## config.mk

```make
export PLATFORM = sky130hd
export DESIGN_NAME = lpc_board_regs
export DESIGN_NICKNAME = d
export VERILOG_FILES = /design/src/board_ctl_pkg.sv /design/src/lpc_board_regs.sv /design/src/sync2.sv /design/src/watchdog_sec.sv
export VERILOG_INCLUDE_DIRS = /design/src /design/src/src
export SDC_FILE = /design/constraint.sdc
export NUM_CORES = 1
export LEC_CHECK = 0
export BUFFER_PORTS_ARGS = -buffer_cell sky130_fd_sc_hd__buf_2
export CELL_PAD_IN_SITES_DETAIL_PLACEMENT = 1
export CELL_PAD_IN_SITES_GLOBAL_PLACEMENT = 2
export CORE_MARGIN = 2
export CORE_UTILIZATION = 42
export CTS_BUF_LIST = sky130_fd_sc_hd__clkbuf_4 sky130_fd_sc_hd__clkbuf_8
export DETAILED_ROUTE_END_ITERATION = 7
export HOLD_SLACK_MARGIN = 0.03
export PLACE_DENSITY_LB_ADDON = 0.15
export SYNTH_ARGS = -nofsm -noshare
export SYNTH_HDL_FRONTEND = slang
export SYNTH_SLANG_ARGS = --single-unit
```

## constraint.sdc

```tcl
create_clock -name i_clk -period 5.86 [get_ports i_clk]
set_input_delay 1.465 -clock i_clk [delete_from_list [all_inputs] [get_ports i_clk]]
set_output_delay 1.465 -clock i_clk [all_outputs]
set_load 0.01 [all_outputs]
```

## src/board_ctl_defines.svh

```systemverilog
// Behaviour
// - The block claims host I/O cycles at 80h, 443h, 444h, 445h and 447h; 443h takes writes only and the other four answer reads.
// - The block holds the latest 8-bit debug code, any value 00h to FFh, and returns it on a read of 80h.
// - Each debug code bit drives one LED segment directly, bit 7 to the top LED and bit 0 to the bottom.
// - A nonzero write to 443h enables the watchdog and loads the written value as its timeout.
// - The timeout equals the loaded value in whole seconds, one second per count, 1 to 255 seconds.
// - Any read of 444h disables the watchdog so no timeout happens until the next enabling write.
// - The revision register returns two BCD digits, units in bits 7 to 4 and tenths in bits 3 to 0.
// - Bits 7 to 5 of the slot address register always read as ones.
// - Bits 4 to 0 of the slot address register follow the five geographic address inputs, bit 4 on top.
// - The slot address register at 447h is read-only and host writes to it do nothing.
// - Each nonzero host write to 443h reloads the watchdog count and restarts timing from the written value.
`ifndef BOARD_CTL_DEFINES_SVH
`define BOARD_CTL_DEFINES_SVH
`define ADDR_POST_CODE 16'h0080
`define ADDR_WDT_ENABLE 16'h0443
`define ADDR_WDT_DISABLE 16'h0444
`define ADDR_LOGIC_REV 16'h0445
`define ADDR_SLOT_ADDR 16'h0447
`define SLOT_RSVD_ONES 3'h7
`define POST_CODE_RESET 8'h00
`define LOGIC_REV_VALUE 8'h10
`define CLK_HZ 20000000
`define TICK_SECONDS 1
`define TICK_CYCLES (`CLK_HZ * `TICK_SECONDS)
`define RESET_PULSE_CYCLES 4
`define LPC_START 4'h0
`define LPC_CT_IO_RD 4'h0
`define LPC_CT_IO_WR 4'h2
`define LPC_SYNC_READY 4'h0
`define LPC_TAR 4'hf
`endif

```

## src/board_ctl_pkg.sv

```systemverilog
package board_ctl_pkg;
   typedef enum logic [10:0] {
      ST_IDLE = 11'h001,
      ST_CYC = 11'h002,
      ST_ADDR = 11'h004,
      ST_WDATA = 11'h008,
      ST_TAR1 = 11'h010,
      ST_TAR2 = 11'h020,
      ST_SYNC = 11'h040,
      ST_RDATA = 11'h080,
      ST_TAR3 = 11'h100,
      ST_TAR4 = 11'h200,
      ST_SKIP = 11'h400
   } lpc_state_t;
endpackage

```

## src/lpc_board_regs.sv

```systemverilog
`timescale 1ns/10ps
`include "board_ctl_defines.svh"
module lpc_board_regs
   import board_ctl_pkg::*;
#(
   parameter int TICK_CYCLES = `TICK_CYCLES,
   parameter logic [7:0] REV_BCD = `LOGIC_REV_VALUE
) (
   input wire logic i_clk,
   input wire logic i_sys_rst,
   input wire logic i_ce,
   input wire logic i_lframe_n,
   input wire logic [3:0] i_lad,
   output logic [3:0] o_lad,
   output logic o_lad_oe,
   input wire logic [4:0] i_geo_slot_bits,
   output logic [7:0] o_post_code_leds,
   output logic o_board_rst,
   output logic o_wdt_enabled
);
   logic [3:0] lad_s;
   logic lframe_n_s;
   logic [4:0] geo_s;
   lpc_state_t state_q;
   logic is_write_q;
   logic [15:0] addr_q;
   logic [2:0] nib_q;
   logic [7:0] wdata_q;
   logic [7:0] rdata_q;
   logic [7:0] post_code_q;
   logic claim;
   logic wr_done;
   logic rd_done;
   logic wdt_load;
   logic wdt_dis;
   logic wdt_en;
   logic wdt_rst;
   logic [7:0] rd_mux;
   logic [9:0] pins_s;
   logic post_wr;
   logic [7:0] led_d;

   sync2 #(.WIDTH(10)) u_sync (
      .i_clk(i_clk),
      .i_sys_rst(i_sys_rst),
      .i_ce(i_ce),
      .i_async({i_lframe_n, i_lad, i_geo_slot_bits}),
      .o_sync(pins_s)
   );
   assign lframe_n_s = pins_s[9];
   assign lad_s = pins_s[8:5];
   assign geo_s = pins_s[4:0];

   // address claim
   always_comb begin
      claim = 1'b0;
      if (is_write_q) begin
         claim = (addr_q == `ADDR_POST_CODE) || (addr_q == `ADDR_WDT_ENABLE);
      end else begin
         claim = (addr_q == `ADDR_POST_CODE) || (addr_q == `ADDR_WDT_DISABLE) ||
            (addr_q == `ADDR_LOGIC_REV) || (addr_q == `ADDR_SLOT_ADDR);
      end
   end

   // read data select
   always_comb begin
      case (addr_q)
         `ADDR_POST_CODE: rd_mux = post_code_q;
         `ADDR_LOGIC_REV: rd_mux = REV_BCD;
         `ADDR_SLOT_ADDR: rd_mux = {`SLOT_RSVD_ONES, geo_s};
         default: rd_mux = 8'h00;
      endcase
   end

   // cycle framing
   always_ff @(posedge i_clk or posedge i_sys_rst) begin
      if (i_sys_rst) begin
         state_q <= ST_IDLE;
         is_write_q <= 1'b0;
         addr_q <= 16'h0;
         nib_q <= 3'h0;
         wdata_q <= 8'h00;
         rdata_q <= 8'h00;
      end else if (i_ce) begin
         if (!lframe_n_s) begin
            state_q <= (lad_s == `LPC_START) ? ST_CYC : ST_IDLE;
         end else begin
            case (state_q)
               ST_IDLE: state_q <= ST_IDLE;
               ST_CYC: begin
                  nib_q <= 3'h0;
                  if (lad_s == `LPC_CT_IO_WR || lad_s == `LPC_CT_IO_RD) begin
                     is_write_q <= (lad_s == `LPC_CT_IO_WR);
                     state_q <= ST_ADDR;
                  end else begin
                     state_q <= ST_SKIP;
                  end
               end
               ST_ADDR: begin
                  addr_q <= {addr_q[11:0], lad_s};
                  nib_q <= nib_q + 3'h1;
                  if (nib_q == 3'h3) begin
                     nib_q <= 3'h0;
                     state_q <= is_write_q ? ST_WDATA : ST_TAR1;
                  end
               end
               ST_WDATA: begin
                  wdata_q <= {lad_s, wdata_q[7:4]};
                  nib_q <= nib_q + 3'h1;
                  if (nib_q == 3'h1) begin
                     state_q <= claim ? ST_TAR1 : ST_SKIP;
                  end
               end
               ST_TAR1: begin
                  state_q <= claim ? ST_TAR2 : ST_SKIP;
               end
               ST_TAR2: begin
                  rdata_q <= rd_mux;
                  nib_q <= 3'h0;
                  state_q <= ST_SYNC;
               end
               ST_SYNC: state_q <= is_write_q ? ST_TAR3 : ST_RDATA;
               ST_RDATA: begin
                  nib_q <= nib_q + 3'h1;
                  if (nib_q == 3'h1) begin
                     state_q <= ST_TAR3;
                  end
               end
               ST_TAR3: state_q <= ST_TAR4;
               ST_TAR4: state_q <= ST_IDLE;
               ST_SKIP: state_q <= ST_SKIP;
               default: state_q <= ST_IDLE;
            endcase
         end
      end
   end

   assign wr_done = i_ce && lframe_n_s && state_q == ST_SYNC && is_write_q;
   assign rd_done = i_ce && lframe_n_s && state_q == ST_SYNC && !is_write_q;
   assign wdt_load = wr_done && addr_q == `ADDR_WDT_ENABLE;
   assign wdt_dis = rd_done && addr_q == `ADDR_WDT_DISABLE;
   assign post_wr = wr_done && addr_q == `ADDR_POST_CODE;

   // lad drive
   always_ff @(posedge i_clk or posedge i_sys_rst) begin
      if (i_sys_rst) begin
         o_lad <= 4'h0;
         o_lad_oe <= 1'b0;
      end else if (i_ce) begin
         o_lad_oe <= 1'b0;
         o_lad <= 4'h0;
         if (lframe_n_s) begin
            case (state_q)
               ST_TAR2: begin
                  o_lad_oe <= 1'b1;
                  o_lad <= `LPC_SYNC_READY;
               end
               ST_SYNC: begin
                  if (!is_write_q) begin
                     o_lad_oe <= 1'b1;
                     o_lad <= rdata_q[3:0];
                  end else begin
                     o_lad_oe <= 1'b1;
                     o_lad <= `LPC_TAR;
                  end
               end
               ST_RDATA: begin
                  o_lad_oe <= 1'b1;
                  o_lad <= (nib_q == 3'h0) ? rdata_q[7:4] : `LPC_TAR;
               end
               default: o_lad_oe <= 1'b0;
            endcase
         end
      end
   end

   // post code store
   always_ff @(posedge i_clk or posedge i_sys_rst) begin
      if (i_sys_rst) begin
         post_code_q <= `POST_CODE_RESET;
      end else if (i_ce) begin
         if (post_wr) begin
            post_code_q <= wdata_q;
         end
      end
   end

   // next value per led segment, bit 7 on the top segment
   for (genvar b = 0; b < 8; b++) begin : g_led
      assign led_d[b] = post_wr ? wdata_q[b] : o_post_code_leds[b];
   end

   // led drive
   always_ff @(posedge i_clk or posedge i_sys_rst) begin
      if (i_sys_rst) begin
         o_post_code_leds <= `POST_CODE_RESET;
      end else if (i_ce) begin
         o_post_code_leds <= led_d;
      end
   end

   watchdog_sec #(.TICK_CYCLES(TICK_CYCLES)) u_wdt (
      .i_clk(i_clk),
      .i_sys_rst(i_sys_rst),
      .i_ce(i_ce),
      .i_load(wdt_load),
      .i_load_val(wdata_q),
      .i_disable(wdt_dis),
      .o_enabled(wdt_en),
      .o_board_rst(wdt_rst)
   );

   always_ff @(posedge i_clk or posedge i_sys_rst) begin
      if (i_sys_rst) begin
         o_board_rst <= 1'b0;
         o_wdt_enabled <= 1'b0;
      end else if (i_ce) begin
         o_board_rst <= wdt_rst;
         o_wdt_enabled <= wdt_en;
      end
   end

   AST_LED_FOLLOWS: assert property (@(posedge i_clk) disable iff (i_sys_rst)
      o_post_code_leds == post_code_q)
      else $error("leds differ from debug code");
   AST_SLOT_TOP: assert property (@(posedge i_clk) disable iff (i_sys_rst)
      (i_ce && lframe_n_s && state_q == ST_TAR2 && addr_q == `ADDR_SLOT_ADDR && !is_write_q)
      |=> rdata_q[7:5] == 3'h7 && rdata_q[4:0] == $past(geo_s))
      else $error("slot register wrong");
   AST_NO_443_READ: assert property (@(posedge i_clk) disable iff (i_sys_rst)
      (state_q == ST_TAR1 && !is_write_q && addr_q == `ADDR_WDT_ENABLE && i_ce && lframe_n_s)
      |=> state_q == ST_SKIP)
      else $error("read of 443h claimed");
   AST_447_WRITE_IGNORED: assert property (@(posedge i_clk) disable iff (i_sys_rst)
      (state_q == ST_WDATA && nib_q == 3'h1 && is_write_q && addr_q == `ADDR_SLOT_ADDR
      && i_ce && lframe_n_s) |=> state_q == ST_SKIP)
      else $error("write of 447h claimed");
   AST_POST_WRITE: assert property (@(posedge i_clk) disable iff (i_sys_rst)
      (wr_done && addr_q == `ADDR_POST_CODE) |=> post_code_q == $past(wdata_q))
      else $error("debug code not captured");
   AST_REV_READ: assert property (@(posedge i_clk) disable iff (i_sys_rst)
      (i_ce && lframe_n_s && state_q == ST_TAR2 && addr_q == `ADDR_LOGIC_REV)
      |=> rdata_q == REV_BCD)
      else $error("revision read wrong");
   AST_DEBUG_READ: assert property (@(posedge i_clk) disable iff (i_sys_rst)
      (i_ce && lframe_n_s && state_q == ST_TAR2 && addr_q == `ADDR_POST_CODE)
      |=> rdata_q == $past(post_code_q))
      else $error("debug read wrong");
   AST_REFRESH: assert property (@(posedge i_clk) disable iff (i_sys_rst)
      (wdt_load && wdata_q != 8'h00) |=> ##1 o_wdt_enabled)
      else $error("refresh did not keep watchdog on");
   // bus cycle checks
   AST_STATE_ONEHOT: assert property (@(posedge i_clk) disable iff (i_sys_rst)
      $onehot(state_q))
      else $error("framing state not one-hot");
   AST_FRAME_START: assert property (@(posedge i_clk) disable iff (i_sys_rst)
      (i_ce && !lframe_n_s && lad_s == `LPC_START) |=> state_q == ST_CYC)
      else $error("start nibble not taken");
   AST_FRAME_ABORT: assert property (@(posedge i_clk) disable iff (i_sys_rst)
      (i_ce && !lframe_n_s && lad_s != `LPC_START) |=> state_q == ST_IDLE)
      else $error("foreign frame not dropped");
   AST_UNCLAIMED_SKIP: assert property (@(posedge i_clk) disable iff (i_sys_rst)
      (i_ce && lframe_n_s && state_q == ST_TAR1 && !claim)
      |=> state_q == ST_SKIP && !o_lad_oe)
      else $error("unclaimed cycle answered");
   AST_READ_444: assert property (@(posedge i_clk) disable iff (i_sys_rst)
      (i_ce && lframe_n_s && state_q == ST_TAR1 && !is_write_q && addr_q == `ADDR_WDT_DISABLE)
      |=> state_q == ST_TAR2)
      else $error("read of 444h not claimed");
   AST_CLAIM_WRITE_80: assert property (@(posedge i_clk) disable iff (i_sys_rst)
      (i_ce && lframe_n_s && state_q == ST_WDATA && nib_q == 3'h1 && is_write_q
      && addr_q == `ADDR_POST_CODE) |=> state_q == ST_TAR1)
      else $error("write of 80h not claimed");
   AST_SYNC_DRIVE: assert property (@(posedge i_clk) disable iff (i_sys_rst)
      (i_ce && lframe_n_s && state_q == ST_TAR2)
      |=> o_lad_oe && o_lad == `LPC_SYNC_READY)
      else $error("sync nibble missing");
   AST_WRITE_TAR: assert property (@(posedge i_clk) disable iff (i_sys_rst)
      (i_ce && lframe_n_s && state_q == ST_SYNC && is_write_q)
      |=> o_lad_oe && o_lad == `LPC_TAR)
      else $error("write turnaround missing");
   AST_READ_LOW: assert property (@(posedge i_clk) disable iff (i_sys_rst)
      (i_ce && lframe_n_s && state_q == ST_SYNC && !is_write_q)
      |=> o_lad_oe && o_lad == $past(rdata_q[3:0]))
      else $error("read low nibble wrong");
   AST_READ_HIGH: assert property (@(posedge i_clk) disable iff (i_sys_rst)
      (i_ce && lframe_n_s && state_q == ST_RDATA && nib_q == 3'h0)
      |=> o_lad_oe && o_lad == $past(rdata_q[7:4]))
      else $error("read high nibble wrong");
   AST_READ_END: assert property (@(posedge i_clk) disable iff (i_sys_rst)
      (i_ce && lframe_n_s && state_q == ST_RDATA && nib_q == 3'h1)
      |=> o_lad_oe && o_lad == `LPC_TAR && state_q == ST_TAR3)
      else $error("read turnaround missing");
   AST_IDLE_SILENT: assert property (@(posedge i_clk) disable iff (i_sys_rst)
      (state_q == ST_IDLE) |-> !o_lad_oe)
      else $error("bus driven while idle");
   AST_SKIP_SILENT: assert property (@(posedge i_clk) disable iff (i_sys_rst)
      (state_q == ST_SKIP) |-> !o_lad_oe)
      else $error("bus driven on skipped cycle");

   // register and watchdog checks
   AST_POST_HOLD: assert property (@(posedge i_clk) disable iff (i_sys_rst)
      (i_ce && !post_wr) |=> $stable(post_code_q))
      else $error("debug code changed without write");
   AST_LED_LOAD: assert property (@(posedge i_clk) disable iff (i_sys_rst)
      post_wr |=> o_post_code_leds == $past(wdata_q))
      else $error("leds not loaded by write");
   AST_CE_FREEZE: assert property (@(posedge i_clk) disable iff (i_sys_rst)
      (!i_ce) |=> $stable(state_q) && $stable(post_code_q) && $stable(o_lad_oe)
      && $stable(o_board_rst) && $stable(o_wdt_enabled))
      else $error("state moved while clock enable low");
   AST_DIS_OUTPUT: assert property (@(posedge i_clk) disable iff (i_sys_rst)
      (wdt_dis ##1 i_ce) |=> !o_wdt_enabled)
      else $error("enable output stayed on after disable");
   COV_CE_HOLD: cover property (@(posedge i_clk) !i_ce && o_wdt_enabled);
   COV_POST_WR: cover property (@(posedge i_clk) wr_done && addr_q == `ADDR_POST_CODE);
   COV_WDT_DIS: cover property (@(posedge i_clk) wdt_dis);
   COV_SLOT_RD: cover property (@(posedge i_clk) rd_done && addr_q == `ADDR_SLOT_ADDR);
endmodule // lpc_board_regs

```

## src/sync2.sv

```systemverilog
`timescale 1ns/10ps
module sync2 #(
   parameter int WIDTH = 1
) (
   input wire logic i_clk,
   input wire logic i_sys_rst,
   input wire logic i_ce,
   input wire logic [WIDTH-1:0] i_async,
   output logic [WIDTH-1:0] o_sync
);
   logic [WIDTH-1:0] meta_q;
   always_ff @(posedge i_clk or posedge i_sys_rst) begin
      if (i_sys_rst) begin
         meta_q <= '0;
         o_sync <= '0;
      end else if (i_ce) begin
         meta_q <= i_async;
         o_sync <= meta_q;
      end
   end
endmodule // sync2

```

## src/watchdog_sec.sv

```systemverilog
`timescale 1ns/10ps
`include "board_ctl_defines.svh"
module watchdog_sec #(
   parameter int TICK_CYCLES = `TICK_CYCLES,
   parameter int PULSE_CYCLES = `RESET_PULSE_CYCLES
) (
   input wire logic i_clk,
   input wire logic i_sys_rst,
   input wire logic i_ce,
   input wire logic i_load,
   input wire logic [7:0] i_load_val,
   input wire logic i_disable,
   output logic o_enabled,
   output logic o_board_rst
);
   logic [7:0] secs_q;
   logic [31:0] tick_q;
   logic [7:0] pulse_q;
   logic tick_end;
   logic expire;
   assign tick_end = (tick_q == 32'(TICK_CYCLES - 1));
   // a zero write does not reload, so it must not swallow the expiry
   assign expire = o_enabled && tick_end && (secs_q == 8'h01) &&
      !(i_load && i_load_val != 8'h00) && !i_disable;
   // enable, reload and disable
   always_ff @(posedge i_clk or posedge i_sys_rst) begin
      if (i_sys_rst) begin
         o_enabled <= 1'b0;
         secs_q <= 8'h00;
         tick_q <= 32'h0;
      end else if (i_ce) begin
         if (i_load && i_load_val != 8'h00) begin
            o_enabled <= 1'b1;
            secs_q <= i_load_val;
            tick_q <= 32'h0;
         end else if (i_disable) begin
            o_enabled <= 1'b0;
         end else if (o_enabled) begin
            if (tick_end) begin
               tick_q <= 32'h0;
               secs_q <= secs_q - 8'h01;
               if (secs_q == 8'h01) begin
                  o_enabled <= 1'b0;
               end
            end else begin
               tick_q <= tick_q + 32'h1;
            end
         end
      end
   end
   // reset pulse
   always_ff @(posedge i_clk or posedge i_sys_rst) begin
      if (i_sys_rst) begin
         pulse_q <= 8'h00;
         o_board_rst <= 1'b0;
      end else if (i_ce) begin
         if (expire) begin
            pulse_q <= 8'(PULSE_CYCLES);
            o_board_rst <= 1'b1;
         end else if (pulse_q > 8'h01) begin
            pulse_q <= pulse_q - 8'h01;
         end else begin
            pulse_q <= 8'h00;
            o_board_rst <= 1'b0;
         end
      end
   end
   AST_EXPIRE_PULSE: assert property (@(posedge i_clk) disable iff (i_sys_rst)
      (i_ce && expire) |=> o_board_rst && !o_enabled)
      else $error("expiry did not raise reset");
   AST_LOAD_ENABLES: assert property (@(posedge i_clk) disable iff (i_sys_rst)
      (i_ce && i_load && i_load_val != 8'h00) |=> o_enabled && secs_q == $past(i_load_val))
      else $error("nonzero load did not enable");
   AST_DISABLE: assert property (@(posedge i_clk) disable iff (i_sys_rst)
      (i_ce && i_disable && !i_load) |=> !o_enabled)
      else $error("disable read ignored");
   AST_NO_RST_IDLE: assert property (@(posedge i_clk) disable iff (i_sys_rst)
      (!o_enabled && !o_board_rst && i_ce) |=> !o_board_rst)
      else $error("reset without armed watchdog");
   COV_EXPIRE: cover property (@(posedge i_clk) disable iff (i_sys_rst) o_board_rst);
endmodule // watchdog_sec

```

==> flow_summary_export.csv <==
group,metric,value,unit
placed_design,portBuffers,27,
clock_tree,clk_path_buf_depth,2,
power_and_ir_drop,p_total,2.06,mW
drt,drc,0,
logic_synthesis,async_flop_share,100,%
floorplan,initial_core_util,42.6,%
clock_tree,clk_latency,460,ps
sta,fmax,312,MHz
drt,first_iter_violations,215,
cells_and_area,final_cell_mix,"dfrtp_1 (131), nor2_1 (69), mux2_2 (59), nand2_1 (52), o21ai_0 (47)",
floorplan,die_x,130,um
drt,vias,5181,
logic_synthesis,synthXorXnorAreaFrac,4.04,%
sta,final.setup.tns,0,ps
floorplan,placeableCoreArea,15800,um^2
critical_path,worstSetupPathType,"register to register",
sta,hold_slack,478,ps
clock_tree,numCtsBuffers,17,
min_path,hp-class,"register to register",
cells_and_area,layout_commonest_cell,"dfrtp_1",
power_and_ir_drop,cellLeakagePower,3.34,nW
cells_and_area,postLayoutCellArea,7480,um^2
global_route,grt_max_degree,88,
power_and_ir_drop,ir_worst_vdd,0.000172,V
logic_synthesis,seq_area_frac_synth,49.2,%
clock_tree,path_clk_slew,90,ps
sta,slew_headroom,36.0,%
floorplan,fp.dieH,130,um
logic_synthesis,synth_top_family_by_area,"simple AND/OR/NAND/NOR gates",
floorplan,io_pins,28,
logic_synthesis,synth.area.mux_share,10.2,%
critical_path,worst_ep_required_time,6210,ps
outcome,status,"finished, final reports clean",
placed_design,hpwl,11700,um
cells_and_area,final_cells,927,
logic_synthesis,synth-main-ff-cell,"dfrtp_1",
logic_synthesis,synth-seq-cells,132,
drt,final_antenna_net_count,0,
flow_run,max-cap-violations,0,
logic_synthesis,yosys.area_share.simple,21.3,%
clock_tree,root_buffer,"clkbuf_8",
placed_design,globalplace.congestion,0.833,
clock_tree,cts_resized,0,
drt,drt_pass1_iterations,5,
drt,wl,16900,um
logic_synthesis,synthTopCellsByArea,"dfrtp_1 (49%), mux2_2 (9.9%), nor2_1 (3.9%)",
sta,drv_slew,0,
global_route,grtUsageTotal,21.2,%
floorplan,die_area,17000,um^2
critical_path,setup.worst_path.start_class,"register",
sta,hold_violations,0,
placed_design,placed_area,7060,um^2
critical_path,end_kind,"register",
drt,wl_per_cell,18.3,um
logic_synthesis,synth-edff-count,0,
power_and_ir_drop,power.density_cell_area,275,nW/um^2
critical_path,crit_fanout,29,
placed_design,pre_cts_ws,2180,ps
cells_and_area,drive_gt1_share,19.3,%
logic_synthesis,syn_area,6710,um^2
logic_synthesis,synth_top_cell_area_share,48.8,%
critical_path,critical_path_arrival,3550,ps
sta,setup_slack,2660,ps
cells_and_area,diodes,0,
global_route,antenna_found_initial,0,
sta,rsz0062_at_grt,"false",
logic_synthesis,synth_top_area_cell,"dfrtp_1",
logic_synthesis,synth_compound_area_share,10.1,%
clock_tree,tritoncts,"built",
drt,viasPerCell,5.59,
global_route,grt_pass1_wl,28000,um
cells_and_area,nets,721,
sta,tightest_slew,953,ps
global_route,grt_overflow,0,
logic_synthesis,syn-num-nets,697,
clock_tree,cts_setup_buffers,0,
sta,setup_viol,0,
sta,min_period,3200,ps
logic_synthesis,avgSynthCellArea,9.96,um^2
clock_tree,htree_levels,4,
clock_tree,hold_buffers,0,
floorplan,rows,46,
logic_synthesis,synth.distinct_cells,56,
sta,min_period_over_period,54.6,%
clock_tree,clock_sinks,132,
cells_and_area,fin_util,47.4,%
logic_synthesis,yosys_warnings,0,
placed_design,place_inst,895,
logic_synthesis,synthesis.instances,674,
global_route,grt_pass1_vias,5385,
cells_and_area,syn2layout_area_growth,11.4,%
sta,fin_skew,19.4,ps
logic_synthesis,synth_fa_ha_area_share,1.86,%
==> cell usage after synthesis (3+ instances only) <==
cell type,number
o211ai_1,4
mux2_2,59
a22oi_1,6
nor2b_1,6
and3_1,7
nor3_1,25
nor4b_1,4
o31ai_1,4
nand2_1,52
nor2_1,69
nand2b_1,4
xor2_1,16
nand3b_1,4
ha_1,10
nand4_1,24
and2_1,8
or4_1,3
nand4b_1,6
a21oi_1,26
nor4_1,20
dfrtp_1,131
buf_2,11
nand3_1,27
xnor2_1,15
o21ai_0,47
or3_1,6
a21o_1,6
inv_1,20
and4_1,3
clkbuf_1,16
==> per-layer routing <==
layer | part of all wire (%) | global-route usage (%) | vias to the layer above
met5 | 0 | 0 | -
met4 | 1.1 | 5.88 | 0
met3 | 2.3 | 4.93 | 15
met2 | 49 | 35.9 | 60
met1 | 47 | 27.6 | 2631
li1 | - | - | 2475
==> report_power, final <==
| part | total [mW] | switching (mW) | leakage [nW] | internal, mW |
|---|---|---|---|---|
| clock network | 0.831 | 0.395 | 0.209 | 0.436 |
| registers | 1.02 | 0.0552 | 1.76 | 0.969 |
| logic | 0.201 | 0.116 | 1.37 | 0.0848 |
==> critical path: stages (launching register included) <==
cell     delay (ps)
dfrtp_1         590
or4b_2          740
or4_1           470
o211a_1         610
nand4_1         320
xnor2_1          90
mux2_2          260
==> sequential cells by signal, indices dropped and copies added (netlist names) <==
signal	flops
rdata_q	8
nib_q	3
o_post_code_leds	8
u_wdt.o_enabled	1
o_lad	4
wdata_q	8
o_lad_oe	1
u_wdt.tick_q	32
u_sync.meta_q	10
u_wdt.o_board_rst	1
u_wdt.pulse_q	8
addr_q	16
o_wdt_enabled	1
is_write_q	1
state_q	11
u_sync.o_sync	10
u_wdt.secs_q	8
o_board_rst	1
==> worst paths after layout <==
| kind | startpoint | endpoint | slack [ps] | cells past startpoint |
|---|---|---|---|---|
| max | is_write_q$_DFFE_PP0P_ | u_wdt.secs_q[5]$_DFFE_PP0P_ | 2660 | 6 |
| min | u_wdt.o_board_rst$_DFFE_PP0P_ | u_wdt.o_board_rst$_DFFE_PP0P_ | 480 | 2 |
| max reg2reg | is_write_q$_DFFE_PP0P_ | u_wdt.secs_q[5]$_DFFE_PP0P_ | 2660 | 6 |
| min reg2reg | u_wdt.o_board_rst$_DFFE_PP0P_ | u_wdt.o_board_rst$_DFFE_PP0P_ | 480 | 2 |
| max in group asynchronous | i_sys_rst | u_sync.o_sync[1]$_DFFE_PP0P_ | 3560 | 3 |
| min in group asynchronous | i_sys_rst | u_sync.o_sync[9]$_DFFE_PP0P_ | 1170 | 2 |
==> layout make-up <==
cell class / count / area [um^2]
fill: 1788 / 8290
sequential: 132 / 3300
multi-input combinational: 492 / 3210
tap: 216 / 270
clock buffer: 19 / 249
timing repair buffer: 35 / 195
clock inverter: 13 / 171
inverter: 20 / 80.1
==> kinds of logic (layout without fill, tap and decap cells) <==
kind of cell | count (synthesis) | after routing
AO/OA/AOI/OAI | 113 | 113
XOR/XNOR | 31 | 31
adder cells (fa/ha/maj) | 10 | 10
buffers and inverters | 50 | 87
flip-flops | 132 | 132
multiplexers | 61 | 61
AND/OR/NAND/NOR | 277 | 277
(Power assumes the default switching activity.)
